`src/host_port_pkg.sv`:
```
// Constants for the host slave port and interrupt output
`default_nettype none
package host_port_pkg;
    localparam int ADDR_W = 8;
    localparam int DATA_W = 32;
    // Register addresses seen by the host (byte index)
    localparam logic [ADDR_W-1:0] DMA_STATUS_ADDR = 8'h0C;
    localparam logic [ADDR_W-1:0] SCSI_STATUS_FIRST_ADDR = 8'h0D;
    localparam logic [ADDR_W-1:0] CHIP_TEST_EIGHTH_ADDR = 8'h22;
    localparam int SCLK_EN_BIT = 7;
    localparam logic [7:0] CHIP_TEST_EIGHTH_RST = 8'h00;
    // Interrupt timing in clocks
    localparam int IRQ_MIN_LOW_CLK = 3;
    localparam int IRQ_MIN_GAP_CLK = 6;
    // Data timing in clocks before the sampling edge
    localparam int WR_DATA_SETUP_CLK = 6;
    localparam int RD_DATA_SETUP_CLK = 2;
    localparam int CNT_W = 4;
    typedef enum logic [1:0] {ST_IDLE, ST_WAIT, ST_DONE} slave_state_t;
endpackage : host_port_pkg
`default_nettype wire

```
`src/host_slave_port.sv`:
```
// Host slave register port, interrupt output and SCSI clock gate
//
// Overview of operation
// - Cycle selected when chip select sampled after strobe
// - Next-address input ignored in slave cycles
// - Status register read releases interrupt output
// - Release timed from ready-in completing edge
// - Interrupt held low at least three clocks
// - At least six clocks released before reasserting interrupt
// - Write data six, read data two clocks early
// - SCSI clock enabled by test register bit seven
`default_nettype none
module host_slave_port (
    input wire logic clk_i,
    input wire logic rst_i,
    input wire logic address_strobe_n_i,
    input wire logic host_chip_select_n_i,
    input wire logic next_address_n_i,
    input wire logic write_n_i,
    input wire logic [host_port_pkg::ADDR_W-1:0] addr_i,
    input wire logic [host_port_pkg::DATA_W-1:0] wdata_i,
    input wire logic ready_in_n_i,
    input wire logic [7:0] dma_status_i,
    input wire logic [7:0] scsi_status_first_i,
    input wire logic irq_event_i,
    output logic [host_port_pkg::DATA_W-1:0] rdata_o,
    output logic rdata_oe_n_o,
    output logic ready_out_n_o,
    output logic irq_n_o,
    output logic scsi_clk_en_o,
    output logic [7:0] chip_test_eighth_o
);
    // ======================================================================
    // Input synchronisers
    logic [2:0] ads_sync_q;
    logic [2:0] hcs_sync_q;
    logic [2:0] rdy_sync_q;
    logic ads_n_q;
    logic hcs_n_q;
    logic rdy_n_q;

    // Three-stage capture; a change counts once stages two and three agree
    always_ff @(posedge clk_i)
    begin
        if (rst_i)
        begin
            ads_sync_q <= 3'h7;
            hcs_sync_q <= 3'h7;
            rdy_sync_q <= 3'h7;
            ads_n_q <= 1'b1;
            hcs_n_q <= 1'b1;
            rdy_n_q <= 1'b1;
        end
        else
        begin
            ads_sync_q <= {ads_sync_q[1:0], address_strobe_n_i};
            hcs_sync_q <= {hcs_sync_q[1:0], host_chip_select_n_i};
            rdy_sync_q <= {rdy_sync_q[1:0], ready_in_n_i};
            if (ads_sync_q[1] == ads_sync_q[2])
                ads_n_q <= ads_sync_q[2];
            if (hcs_sync_q[1] == hcs_sync_q[2])
                hcs_n_q <= hcs_sync_q[2];
            if (rdy_sync_q[1] == rdy_sync_q[2])
                rdy_n_q <= rdy_sync_q[2];
        end
    end

    // ======================================================================
    // Slave cycle sequencer
    host_port_pkg::slave_state_t state_q;
    logic ads_seen_q;
    logic is_write_q;
    logic [host_port_pkg::ADDR_W-1:0] addr_q;
    logic [host_port_pkg::CNT_W-1:0] setup_cnt_q;
    logic cycle_done;
    logic status_read_done;

    // Strobe pulse is latched; its rising end marks the select sample point
    always_ff @(posedge clk_i)
    begin
        if (rst_i)
            ads_seen_q <= 1'b0;
        else if (state_q != host_port_pkg::ST_IDLE)
            ads_seen_q <= 1'b0;
        else if (!ads_n_q)
            ads_seen_q <= 1'b1;
        else if (ads_seen_q)
            ads_seen_q <= 1'b0;
    end

    always_ff @(posedge clk_i)
    begin
        if (rst_i)
        begin
            state_q <= host_port_pkg::ST_IDLE;
            is_write_q <= 1'b0;
            addr_q <= '0;
            setup_cnt_q <= '0;
        end
        else
        begin
            unique case (state_q)
                host_port_pkg::ST_IDLE:
                begin
                    if (ads_seen_q && ads_n_q && !hcs_n_q)
                    begin
                        state_q <= host_port_pkg::ST_WAIT;
                        is_write_q <= !write_n_i;
                        addr_q <= addr_i;
                        setup_cnt_q <= '0;
                    end
                end
                host_port_pkg::ST_WAIT:
                begin
                    if (is_write_q && setup_cnt_q < host_port_pkg::CNT_W'(host_port_pkg::WR_DATA_SETUP_CLK))
                        setup_cnt_q <= setup_cnt_q + 1'b1;
                    else if (!is_write_q && setup_cnt_q < host_port_pkg::CNT_W'(host_port_pkg::RD_DATA_SETUP_CLK))
                        setup_cnt_q <= setup_cnt_q + 1'b1;
                    else
                        state_q <= host_port_pkg::ST_DONE;
                end
                host_port_pkg::ST_DONE:
                begin
                    if (!rdy_n_q)
                        state_q <= host_port_pkg::ST_IDLE;
                end
            endcase
        end
    end

    assign cycle_done = (state_q == host_port_pkg::ST_DONE) && !rdy_n_q;
    assign status_read_done = cycle_done && !is_write_q &&
        (addr_q == host_port_pkg::DMA_STATUS_ADDR || addr_q == host_port_pkg::SCSI_STATUS_FIRST_ADDR);

    assign ready_out_n_o = !(state_q == host_port_pkg::ST_DONE);

    // ======================================================================
    // Register data path
    logic [7:0] test8_q;
    logic [host_port_pkg::DATA_W-1:0] rdata_q;

    // Write sampled only once full setup window has elapsed
    always_ff @(posedge clk_i)
    begin
        if (rst_i)
            test8_q <= host_port_pkg::CHIP_TEST_EIGHTH_RST;
        else if (state_q == host_port_pkg::ST_WAIT && is_write_q &&
                 setup_cnt_q == host_port_pkg::CNT_W'(host_port_pkg::WR_DATA_SETUP_CLK) &&
                 addr_q == host_port_pkg::CHIP_TEST_EIGHTH_ADDR)
            test8_q <= wdata_i[7:0];
    end

    always_ff @(posedge clk_i)
    begin
        if (rst_i)
            rdata_q <= '0;
        else if (state_q == host_port_pkg::ST_IDLE)
            rdata_q <= '0;
        else if (state_q == host_port_pkg::ST_WAIT && setup_cnt_q == '0)
        begin
            unique case (addr_q)
                host_port_pkg::DMA_STATUS_ADDR: rdata_q <= {24'h000000, dma_status_i};
                host_port_pkg::SCSI_STATUS_FIRST_ADDR: rdata_q <= {24'h000000, scsi_status_first_i};
                host_port_pkg::CHIP_TEST_EIGHTH_ADDR: rdata_q <= {24'h000000, test8_q};
                default: rdata_q <= '0;
            endcase
        end
    end

    assign rdata_o = rdata_q;
    // Bus driven low-active enable only during read cycles
    assign rdata_oe_n_o = !(state_q != host_port_pkg::ST_IDLE && !is_write_q);
    assign chip_test_eighth_o = test8_q;
    assign scsi_clk_en_o = test8_q[host_port_pkg::SCLK_EN_BIT];

    // ======================================================================
    // Interrupt output
    logic pend_q;
    logic irq_q;
    logic [host_port_pkg::CNT_W-1:0] irq_cnt_q;

    // Pending flag: a new event wins over a clear in the same cycle
    always_ff @(posedge clk_i)
    begin
        if (rst_i)
            pend_q <= 1'b0;
        else if (irq_event_i)
            pend_q <= 1'b1;
        else if (irq_q && status_read_done)
            pend_q <= 1'b0;
    end

    always_ff @(posedge clk_i)
    begin
        if (rst_i)
        begin
            irq_q <= 1'b0;
            irq_cnt_q <= host_port_pkg::CNT_W'(host_port_pkg::IRQ_MIN_GAP_CLK);
        end
        else if (irq_q)
        begin
            if (irq_cnt_q != '1)
                irq_cnt_q <= irq_cnt_q + 1'b1;
            if (status_read_done && irq_cnt_q >= host_port_pkg::CNT_W'(host_port_pkg::IRQ_MIN_LOW_CLK - 1))
            begin
                irq_q <= 1'b0;
                irq_cnt_q <= '0;
            end
        end
        else
        begin
            if (irq_cnt_q != '1)
                irq_cnt_q <= irq_cnt_q + 1'b1;
            if (pend_q && irq_cnt_q >= host_port_pkg::CNT_W'(host_port_pkg::IRQ_MIN_GAP_CLK))
            begin
                irq_q <= 1'b1;
                irq_cnt_q <= '0;
            end
        end
    end

    assign irq_n_o = !irq_q;
endmodule : host_slave_port
`default_nettype wire

```
`config.mk`:
```
export PLATFORM = sky130hd
export DESIGN_NAME = host_slave_port
export DESIGN_NICKNAME = d
export VERILOG_FILES = /design/src/host_port_pkg.sv /design/src/host_slave_port.sv
export SDC_FILE = /design/constraint.sdc
export NUM_CORES = 1
export LEC_CHECK = 0
export BUFFER_PORTS_ARGS = -buffer_cell sky130_fd_sc_hd__buf_4
export CORE_ASPECT_RATIO = 2
export CORE_MARGIN = 5
export CORE_UTILIZATION = 40
export CTS_CLUSTER_SIZE = 40
export DETAILED_ROUTE_END_ITERATION = 8
export GPL_ROUTABILITY_DRIVEN = 0
export PLACE_DENSITY = 0.71
export SKIP_LAST_GASP = 1
export SLEW_MARGIN = 10
export SYNTH_ARGS = -nofsm -noshare
export SYNTH_HDL_FRONTEND = slang
export SYNTH_SLANG_ARGS = --single-unit
```
`constraint.sdc`:
```
create_clock -name clk_i -period 3.2 [get_ports clk_i]
set_clock_uncertainty 0.15 [all_clocks]
set_input_delay 0.16 -clock clk_i [delete_from_list [all_inputs] [get_ports clk_i]]
set_output_delay 0.16 -clock clk_i [all_outputs]
set_load 0.1 [all_outputs]
```
; ---- After elaboration in Yosys (flattened, before gate mapping)
; Index checks and enable logic that the tools add are counted.
[totals]
ff_bits = 74
inputBits = 64
output_inout_bits = 44
wordCells = 90
[op_classes]
addsub = 2
order_cmp = 4
eq_ne = 15
mux = 20
reduce_logical = 33
[op_table]
columns = cell, count
row1 = $mux W4, 7
row2 = $pmux W8 S3, 1
row3 = $eq A8 B4 Y1 const B, 2
row4 = $logic_and A1 B1 Y1, 15
row5 = $add A4 B1 Y4 const B, 2
row6 = $eq A8 B6 Y1 const B, 1
row7 = $mux W2, 4
row8 = $ne A2 B2 Y1 const B, 4
row9 = $pmux W4 S2, 1
row10 = $logic_not A1 Y1, 7
row11 = $mux W1, 6
row12 = $pmux W2 S3, 1
row13 = $reduce_bool A2 Y1, 3
row14 = $eq A4 B3 Y1 const B, 1
row15 = $ge A4 B2 Y1 const B, 1
row16 = $ge A4 B3 Y1 const B, 1
row17 = $logic_not A4 Y1, 1
row18 = $lt A4 B2 Y1 const B, 1
row19 = $lt A4 B3 Y1 const B, 1
row20 = $ne A4 B4 Y1 const B, 1
row21 = $reduce_and A4 Y1, 1
row22 = $reduce_or A2 Y1, 2
row23 = $eq A1 B1 Y1, 3
row24 = $ne A3 B3 Y1 const B, 1
row25 = 6 further kinds, 6

; ---- Depth between registers and ports, before layout
; Gate-level depths: netlist of run 1.
[depth]
word_depth = 7
mapped_depth = 7
ltp_nobuf = 6

; ---- Worst setup path after synthesis of run 1
; OpenSTA, ideal clock, no wires.
[synth_timing]
path_type = register -> output
start = register test8_q[7], in the netlist chip_test_eighth_o[7]
end = output chip_test_eighth_o[7]
t_arrival_ps = 1386
t_required_ps = 2890
slack_ps = 1504
stages_incl_launch_ff = 2
path_buffers = 1
cell_sequence = dfxtp_1 buf_4
[synth_rtl]
columns = element, line_no
row1 = from (decl), host_slave_port.sv:139  ; logic [7:0] test8_q;
row2 = from (signal assigned), host_slave_port.sv:146  ; test8_q <= host_port_pkg::CHIP_TEST_EIGHTH_RST;
row3 = from (signal assigned), host_slave_port.sv:150  ; test8_q <= wdata_i[7:0];
row4 = to (decl), host_slave_port.sv:31  ; output logic [7:0] chip_test_eighth_o
; No word-level cell between the ends.

; ---- Worst setup path in the final report of run 1
[layout_timing]
start = register state_q[0]
end = output rdata_oe_n_o
[layout_via]
elab_chain_len = 3
[layout_lines]
columns = element, line_no
row1 = from (decl), host_slave_port.sv:70  ; host_port_pkg::slave_state_t state_q;
row2 = from (signal assigned), host_slave_port.sv:95  ; state_q <= host_port_pkg::ST_IDLE;
row3 = from (signal assigned), host_slave_port.sv:107  ; state_q <= host_port_pkg::ST_WAIT;
row4 = from (signal assigned), host_slave_port.sv:120  ; state_q <= host_port_pkg::ST_DONE;
row5 = $reduce_bool A2 Y1, host_slave_port.sv:172  ; assign rdata_oe_n_o = !(state_q != host_port_pkg::ST_IDLE && !is_write_q);
row6 = $logic_and A1 B1 Y1, host_slave_port.sv:172
row7 = $logic_not A1 Y1, host_slave_port.sv:172
row8 = to (decl), host_slave_port.sv:27  ; output logic rdata_oe_n_o,
; Every way passes these cells.

==> results.py, run 1 <==
metrics = {
    "sta": {
        "finalCritPeriodShare_pct": 59.2,
        "slew_viol_final": 0,
        "min_period_ps": 1890,
        "setup_viol": 0,
        "hold_viol": 0,
        "slew_headroom_pct": 58.1,
        "fmax_mhz": 528,
        "rsz0062_at_grt": "no",
        "setup_tns_ps": 0,
        "worst_pin_slew_ps": 625,
    },
    "worst_setup_path": {
        "required_ps": 2890,
        "r2r_setup_slack_ps": 1340,
        "path_class": "flop to output port",
        "cp-start-kind": "flop",
        "cp_max_fo": 8,
        "critPathArrivalTime_ps": 1580,
        "cp-end-kind": "output port",
    },
    "clocking": {
        "cts_tree": "yes",
        "cts_root_buf": "clkbuf_16",
        "cts_max_level": 2,
        "cts_buffer_depth": 2,
        "numCtsBuffers": 5,
        "path_clk_slew_ps": 60,
        "insertion_delay_ps": 290,
        "clock-sinks": 50,
    },
    "die": {
        "start_util_pct": 41.1,
        "io_pins": 108,
        "core_um2": 6010,
        "die-area_um2": 7940,
        "die_w_um": 65.6,
        "die_h_um": 121,
        "row_count": 40,
    },
    "synth": {
        "ys_ff_latch": 50,
        "yosysSeqAreaShare_pct": 40.5,
        "synth_cell_types": 48,
        "synthCells": 272,
        "synth_area_per_cell_um2": 9.08,
        "async_flop_share_pct": 0,
        "syn_area_um2": 2470,
        "yosysWarnings": 0,
        "synth_edf_count": 0,
        "ys.flop_type": "dfxtp_1",
    },
    "power": {
        "vdd.ir_drop.worst_mv": 0.318,
        "total_power_w": 0.00160,
        "cellPowerDensity_nw_per_um2": 499,
        "p_leak_nw": 1.28,
    },
    "route": {
        "drtPass1Iterations": 4,
        "vias": 2096,
        "drcViolationCount": 0,
        "postRouteAntennaNets": 0,
        "post_drt_wl_per_cell_um": 14.0,
        "detail_route.wirelength_um": 5710,
        "vias_per_cell": 5.14,
        "initialDrtViolationCount": 60,
    },
    "final_layout": {
        "area_growth_pct": 29.3,
        "insertedDiodeCount": 0,
        "final_layout_size_suffix_gt1_share_pct": 25.2,
        "nets": 418,
    },
    "hold_path": {
        "hp-class": "input port to flop",
    },
    "placed_design": {
        "io_buffers": 58,
        "dp_hpwl_um": 4280,
    },
    "grt": {
        "gr-total-overflow": 0,
        "antenna_found_initial": 0,
        "grt.total_usage_pct": 14.7,
        "grt_pass1_wl_um": 9000,
        "grt_max_degree": 49,
        "grt_pass1_vias": 2025,
    },
    "outcome": {
        "outcome": "completed",
    },
    "flow_run": {
        "maxCapViolCount": 0,
    },
}
[kinds of logic (layout without fill, tap and decap cells)]
kind of cell / count (synthesis) / count (layout) / synth area share (%)
adders and majority gates: 9 / 9 / 4.56
DFF: 50 / 50 / 40.5
xor gates and xnor gates: 1 / 1 / 0.354
other: 1 / 24 / 0.152
muxes: 10 / 10 / 4.25
buffers and inverters: 48 / 98 / 11.9
AOI/OAI and AO/OA: 69 / 69 / 18.8
and+or+nand+nor: 84 / 84 / 19.4
[synthesized netlist by cell type, drive strengths merged, types with 2 or more instances]
cell / count / area, µm²
ha: 9 / 113
mux2i: 9 / 90.1
nand3: 16 / 80.1
nand2: 20 / 75.1
buf: 30 / 228
nor2: 11 / 43.8
a21oi: 23 / 115
o2bb2ai: 8 / 70.1
nor3b: 2 / 20.0
nor3: 6 / 40.0
a211oi: 3 / 40.0
and4bb: 2 / 25.0
a2111oi: 2 / 17.5
dfxtp: 50 / 1000
nand2b: 6 / 52.6
a22o: 8 / 70.1
o21ai: 15 / 75.1
or2: 12 / 75.1
o21bai: 5 / 37.5
inv: 12 / 45.0
clkbuf: 6 / 22.5
[cell usage in the layout (no fill, tap or decap), drive strengths merged, types with 2 or more instances in the layout]
cell / netlist / layout
a22o: 8 / 8
clkbuf: 6 / 5
and4bb: 2 / 2
nor3: 6 / 6
conb: 1 / 24
dlygate4sd3: 0 / 21
ha: 9 / 9
o2bb2ai: 8 / 8
a211oi: 3 / 3
buf: 30 / 58
nor2: 11 / 11
or2: 12 / 12
nand3: 16 / 16
o21ai: 15 / 15
inv: 12 / 12
mux2i: 9 / 9
a21oi: 23 / 23
nand2: 20 / 20
o21bai: 5 / 5
nor3b: 2 / 2
dfxtp: 50 / 50
a2111oi: 2 / 2
nand2b: 6 / 6
[registers in the layout (all words and copies together), names as in the netlist]
name,cells
irq_q,1
setup_cnt_q,4
hcs_sync_q,3
hcs_n_q,1
addr_q,8
irq_cnt_q,4
chip_test_eighth_o,8
ads_sync_q,3
pend_q,1
is_write_q,1
ads_n_q,1
ads_seen_q,1
rdy_sync_q,3
rdata_o,8
state_q,2
rdy_n_q,1
[critical path, stage by stage, from the launching register on]
cell     delay (ps)
dfxtp_1         360
inv_1            90
ha_1            300
or2_2           310
buf_4           240
[metrics by stage]
step / hold WS [ps] / utilization, % / cell area [µm²] / worst slack, ps / cells
2_1_floorplan: 106 / - / 2560 / 1500 / 295
3_3_place_gp: 193 / 47.0 / 2820 / 1310 / 380
3_5_place_dp: 196 / 47.0 / 2820 / 1320 / 380
4_1_cts: 110 / 53.2 / 3200 / 1290 / 408
5_1_grt: 144 / 53.2 / 3200 / 1230 / 408
6_report: 111 / 53.2 / 3200 / 1310 / 408
[worst paths after layout]
path / to / cells after the start / start
worst max register to register: rdata_o[7]$_SDFFE_PP0P_ / 4 / addr_q[0]$_SDFFE_PP0P_
worst min-delay path: rdata_o[5]$_SDFFE_PP0P_ / 4 / dma_status_i[5]
worst min register to register: hcs_sync_q[1]$_SDFF_PP1_ / 1 / hcs_sync_q[0]$_SDFF_PP1_
worst max-delay path: rdata_oe_n_o / 4 / state_q[0]$_SDFFE_PP0P_
[repair_timing]
action / in CTS / in global routing
resized for setup: 0 / 0
setup endpoints to repair: 0 / 0
endpoints found under the hold margin: 21 / 0
hold buffers: 21 / 0
buffers inserted: 0 / 0
[area by class of cell]
class | count | area (µm²)
Sequential cell | 50 | 1000
Multi-Input combinational cell | 197 | 1260
Fill cell | 552 | 2810
Inverter | 12 | 45.0
Timing Repair Buffer | 79 | 646
Tap cell | 63 | 78.8
Clock inverter | 2 | 38.8
Clock buffer | 5 | 125
[power by group]
group	leakage (nW)	internal [W]	switching [W]	total, W
logic	0.796	0.000104	0.000238	0.000342
registers	0.406	0.000646	0.0000232	0.000669
clock network	0.0799	0.000365	0.000219	0.000584
total	1.28	0.00112	0.000480	0.00160
[metal layers]
layer | wire (µm) | track usage (%) | part of all wire (%) | vias to the layer above
li1 | - | - | - | 1047
met5 | 0 | 0 | 0 | -
met1 | 1970 | 13.2 | 35 | 954
met4 | 147 | 7.66 | 2.6 | 0
met2 | 3120 | 28.6 | 55 | 86
met3 | 462 | 3.80 | 8.1 | 9
Power figures use the tool's default switching activity.
==> inputs of run 2 (changes only) <==
==> constraint.sdc (replaced) <==
create_clock -name clk_i -period 1.9 [get_ports clk_i]
set_clock_uncertainty 0.15 [all_clocks]
set_input_delay 0.095 -clock clk_i [delete_from_list [all_inputs] [get_ports clk_i]]
set_output_delay 0.095 -clock clk_i [all_outputs]
set_load 0.1 [all_outputs]
==> run 2 against run 1 <==
Effect of this change: clock power rose by 70%; final area increased by 2.5%; sequential power grew 70%; highest routed layer unchanged.
==> results.py, run 2 (synthesized netlist as in run 1, its figures left out) <==
metrics = {
    "power": {
        "cellPowerDensity_nw_per_um2": 833,
        "netSwitchingPower_w": 0.000834,
        "p_clk_share_pct": 36.3,
        "p_seq_share_pct": 41.6,
        "intPower_w": 0.00190,
        "p_comb_share_pct": 22.1,
        "vdd.ir_drop.worst_mv": 0.568,
        "power.share.switching_pct": 30.5,
        "p_leak_nw": 1.32,
    },
    "sta": {
        "min_period_ps": 1820,
        "rsz0062_at_grt": "no",
        "finalCritPeriodShare_pct": 95.7,
        "setup_viol": 0,
        "fmax_mhz": 550,
        "slew_viol_final": 0,
        "hold_viol": 0,
        "setup_tns_ps": 0,
    },
    "die": {
        "die_h_um": 121,
        "die-area_um2": 7940,
        "row_count": 40,
        "io_pins": 108,
        "die_w_um": 65.6,
        "start_util_pct": 41.1,
        "core_um2": 6010,
    },
    "placed_design": {
        "dp_hpwl_um": 4360,
        "io_buffers": 58,
    },
    "grt": {
        "grt_pass1_wl_um": 9030,
        "met3_usage_pct": 4.26,
        "grt_pass1_vias": 1945,
        "grt_util_met1_pct": 12.9,
        "grt.total_usage_pct": 14.9,
        "antenna_found_initial": 0,
        "use_met2_pct": 29.1,
        "grt_max_degree": 49,
        "gr-total-overflow": 0,
        "grt_busiest_layer": "met2",
    },
    "final_layout": {
        "nets": 425,
        "final_cell_mix": "64 x buf_4, 49 x dfxtp_1, 24 x conb_1",
        "area_growth_pct": 32.6,
        "regArea_um2": 1000,
        "final_layout_size_suffix_gt1_share_pct": 27.6,
        "utilization_pct": 54.6,
        "multi_input_area_um2": 1280,
        "insertedDiodeCount": 0,
        "num-fill-cells": 541,
        "layout_commonest_cell": "buf_4",
    },
    "route": {
        "vias": 2103,
        "postRouteAntennaNets": 0,
        "drtPass1Iterations": 4,
        "vias_per_cell": 5.07,
        "detail_route.wirelength_um": 5930,
        "post_drt_wl_per_cell_um": 14.3,
        "drcViolationCount": 0,
        "initialDrtViolationCount": 98,
    },
    "clocking": {
        "insertion_delay_ps": 290,
        "clock-sinks": 50,
        "cts_buffer_depth": 2,
        "cts_root_buf": "clkbuf_16",
        "numCtsBuffers": 5,
        "cts_max_level": 2,
        "cts_tree": "yes",
        "path_clk_slew_ps": 60,
    },
    "worst_setup_path": {
        "required_ps": 1650,
        "cp-startpoint": "state_q[0]$_SDFFE_PP0P_",
        "cp-start-kind": "flop",
        "path_class": "flop to output port",
        "cp-end-kind": "output port",
        "rr_startpoint": "state_q[1]$_SDFFE_PP0P_",
        "cp_max_fo": 6,
        "critPathArrivalTime_ps": 1570,
    },
    "flow_run": {
        "maxCapViolCount": 0,
    },
    "outcome": {
        "outcome": "completed",
    },
    "hold_path": {
        "min-delay-start": "dma_status_i[4]",
        "hp-class": "input port to flop",
    },
}
run 2: cell count changes in the layout (fill, tap and decap cells not counted), sizes merged:
cell  before  now
buf       58   65
run 2: timing repair:
item	4_1_cts	5_1_grt
pin swaps	0	1
cloned	0	0
hold buffers	21	0
endpoints found under the hold margin	21	0
setup buffers	0	0
resized for setup	2	6
setup endpoints to repair	2	5
run 2: final timing paths:
check	endpoint	slack (ps)	cells past startpoint
worst max-delay path	rdata_oe_n_o	80	5
worst min-delay path	rdata_o[4]$_SDFFE_PP0P_	30	4
worst max register to register	state_q[0]$_SDFFE_PP0P_	180	6
worst min register to register	ads_sync_q[1]$_SDFF_PP1_	260	1
run 2: layer usage:
metal  vias up  part of all wire, %  wire, µm
met2        83                   56      3300
met5         -                    0         0
met1       949                   33      1970
met4         0                  3.1       183
met3        15                  8.1       480
li1       1056                    -         -
run 2: metrics by stage:
stage                     cell area, µm²  hold slack [ps]  cells  power [W]  setup slack (ps)
after floorplan                     2560             40.7    295    0.00162               245
after global placement              2870              130    387    0.00169               142
after detailed placement            2870              132    387    0.00170              8.18
after CTS                           3260             37.3    415    0.00273              35.6
after global routing                3280             59.0    415    0.00284              11.3
final                               3280             34.0    415    0.00273              81.0
run 2: power by group through the flow:
| stage | clock network, W | logic (W) | registers [W] |
|---|---|---|---|
| final | 0.000990 | 0.000603 | 0.00114 |
| after global routing | 0.00105 | 0.000644 | 0.00114 |
| after CTS | 0.00101 | 0.000591 | 0.00113 |
| after detailed placement | 0 | 0.000550 | 0.00115 |
| after global placement | 0 | 0.000540 | 0.00115 |
| after floorplan | 0 | 0.000474 | 0.00114 |
run 2: layout make-up:
class | count | share of cell area [%]
clock buffers | 5 | 3.82
clock inverters | 2 | 1.18
inverters | 12 | 1.37
multi-input cells | 197 | 39.1
flip-flops and latches | 50 | 30.6
well taps | 63 | 2.41
repair buffers | 86 | 21.5
run 2: critical path, cell delays in order, from the launching register on:
cell,delay [ps]
dfxtp_2,340
inv_1,80
ha_1,220
buf_4,160
or2_2,300
buf_8,180
==> inputs of run 3 (changes only) <==
--- a/config.mk
+++ b/config.mk
@@ -12,7 +12,8 @@
 export CTS_CLUSTER_SIZE = 40
 export DETAILED_ROUTE_END_ITERATION = 8
 export GPL_ROUTABILITY_DRIVEN = 0
-export PLACE_DENSITY = 0.71
+export MAX_ROUTING_LAYER = met4
+export PLACE_DENSITY = 0.74
 export SKIP_LAST_GASP = 1
 export SLEW_MARGIN = 10
 export SYNTH_ARGS = -nofsm -noshare
==> constraint.sdc (replaced) <==
create_clock -name clk_i -period 1.5 [get_ports clk_i]
set_clock_uncertainty 0.15 [all_clocks]
set_input_delay 0.15 -clock clk_i [delete_from_list [all_inputs] [get_ports clk_i]]
set_output_delay 0.15 -clock clk_i [all_outputs]
set_load 0.1 [all_outputs]
==> run 3 against run 2 <==
Effect of this change: the flow now finishes with violations (negative setup slack); largest cell class unchanged; sequential power grew 25%; non-clock buffer count grew 32; first-iteration DRC count grew 27%; sequential share of layout area shrank 3.7 points; largest power group unchanged.
==> results.py, run 3 (synthesized netlist as in run 1, its figures left out) <==
metrics = {
    "final_layout": {
        "area_growth_pct": 51.9,
        "final_cell_mix": "88 x buf_4, 46 x dfxtp_1, 24 x conb_1",
        "nets": 457,
        "insertedDiodeCount": 0,
        "utilization_pct": 62.5,
        "fin_cells": 448,
        "layout_commonest_cell": "buf_4",
        "final_layout_size_suffix_gt1_share_pct": 41.3,
    },
    "sta": {
        "finalCritPeriodShare_pct": 113,
        "hold_viol": 0,
        "fmax_mhz": 592,
        "whs_ps": 70.6,
        "slew_viol_final": 0,
        "setup_viol": 27,
        "setup_ws_ps": -189,
        "min_period_ps": 1690,
        "rsz0062_at_grt": "yes",
    },
    "clocking": {
        "path_clk_slew_ps": 60,
        "numCtsBuffers": 5,
        "cts_tree": "yes",
        "cts_buffer_depth": 2,
        "insertion_delay_ps": 290,
        "cts_max_level": 2,
        "clock-sinks": 50,
        "cts_root_buf": "clkbuf_16",
    },
    "worst_setup_path": {
        "slowest_delay_ps": 370,
        "cpMostUsedCell": "buf_12",
        "critPathArrivalTime_ps": 1390,
        "required_ps": 1200,
        "critPathSlowestCell": "dfxtp_4",
        "cp-end-kind": "output port",
        "path_class": "flop to output port",
        "cp-start-kind": "flop",
        "cp_cell_sequence": "inv_4, ha_4, buf_12, or2_4, buf_12",
        "cp_max_fo": 6,
    },
    "outcome": {
        "violations": "negative setup slack",
        "outcome": "finished, violations left",
    },
    "die": {
        "die_w_um": 65.6,
        "die_h_um": 121,
        "die-area_um2": 7940,
        "row_count": 40,
        "io_pins": 108,
        "start_util_pct": 41.1,
        "core_um2": 6010,
    },
    "route": {
        "highest_layer": "met4",
        "vias_per_cell": 5.06,
        "detail_route.wirelength_um": 6810,
        "wl_met2_um": 3980,
        "post_drt_wl_per_cell_um": 15.2,
        "wl_met1_um": 2230,
        "drtPass1Iterations": 4,
        "routed-wl-met3_um": 429,
        "postRouteAntennaNets": 0,
        "drcViolationCount": 0,
        "vias": 2268,
        "initialDrtViolationCount": 124,
    },
    "placed_design": {
        "dp_hpwl_um": 4850,
        "dp.cells": 414,
        "io_buffers": 58,
    },
    "hold_path": {
        "hp-class": "input port to flop",
    },
    "power": {
        "vdd.ir_drop.worst_mv": 0.696,
        "p_leak_nw": 1.53,
        "cellPowerDensity_nw_per_um2": 952,
    },
    "grt": {
        "gr-total-overflow": 0,
        "antenna_found_initial": 0,
        "grt_max_degree": 39,
        "grt_pass1_wl_um": 10300,
        "grt.total_usage_pct": 17.2,
        "grt_pass1_vias": 2263,
    },
    "flow_run": {
        "maxCapViolCount": 0,
    },
}
run 3: routing by layer:
metal / vias up / GRT usage [%]
met2: 82 / 33.9
li1: 1118 / -
met4: 0 / 7.40
met3: 11 / 3.89
met1: 1057 / 14.5
met5: - / -
run 3: cell type report:
| class | instances | area, µm² |
|---|---|---|
| tap | 63 | 78.8 |
| timing repair buffer | 118 | 1010 |
| multi-input combinational | 197 | 1440 |
| fill | 475 | 2250 |
| inverter | 12 | 53.8 |
| sequential | 50 | 1010 |
| clock buffer | 7 | 153 |
| clock inverter | 1 | 8.76 |
run 3: timing repair:
item	CTS	global route
buffers inserted	0	4
pin swaps	2	19
resized for setup	14	36
endpoints found under the hold margin	21	0
hold buffers	22	0
endpoints found under the setup margin	37	39
run 3: power breakdown:
part | total, W | internal, W | switching (W)
clock network | 0.00120 | 0.000712 | 0.000483
logic | 0.000951 | 0.000348 | 0.000602
registers | 0.00143 | 0.00138 | 0.0000494
total | 0.00358 | 0.00244 | 0.00113
run 3: through the flow:
stage / worst slack (ps) / TNS, ps / area (µm²) / power, W
2_1_floorplan: -70.5 / -617 / 2610 / 0.00208
3_3_place_gp: -153 / -2530 / 3160 / 0.00223
3_5_place_dp: -185 / -3410 / 3160 / 0.00226
4_1_cts: -203 / -3820 / 3600 / 0.00352
5_1_grt: -230 / -4930 / 3750 / 0.00372
6_report: -189 / -2510 / 3750 / 0.00358
run 3: critical path, delay by kind of cell (launching register included):
| family | cells | cell delay, ps |
|---|---|---|
| AND/OR/NAND/NOR | 1 | 230 |
| adder cells (fa/ha/maj) | 1 | 160 |
| buffers and inverters | 3 | 340 |
| flip-flops | 1 | 370 |
run 3: worst paths after layout:
check                            from                          end  slack, ps  cells past startpoint
max           state_q[0]$_SDFFE_PP0P_                 rdata_oe_n_o       -190                      5
min                             rst_i  setup_cnt_q[3]$_SDFFE_PP0P_         70                      3
max reg2reg   state_q[0]$_SDFFE_PP0P_      rdata_o[7]$_SDFFE_PP0P_       -150                      7
min reg2reg  hcs_sync_q[0]$_SDFF_PP1_     hcs_sync_q[1]$_SDFF_PP1_        260                      1
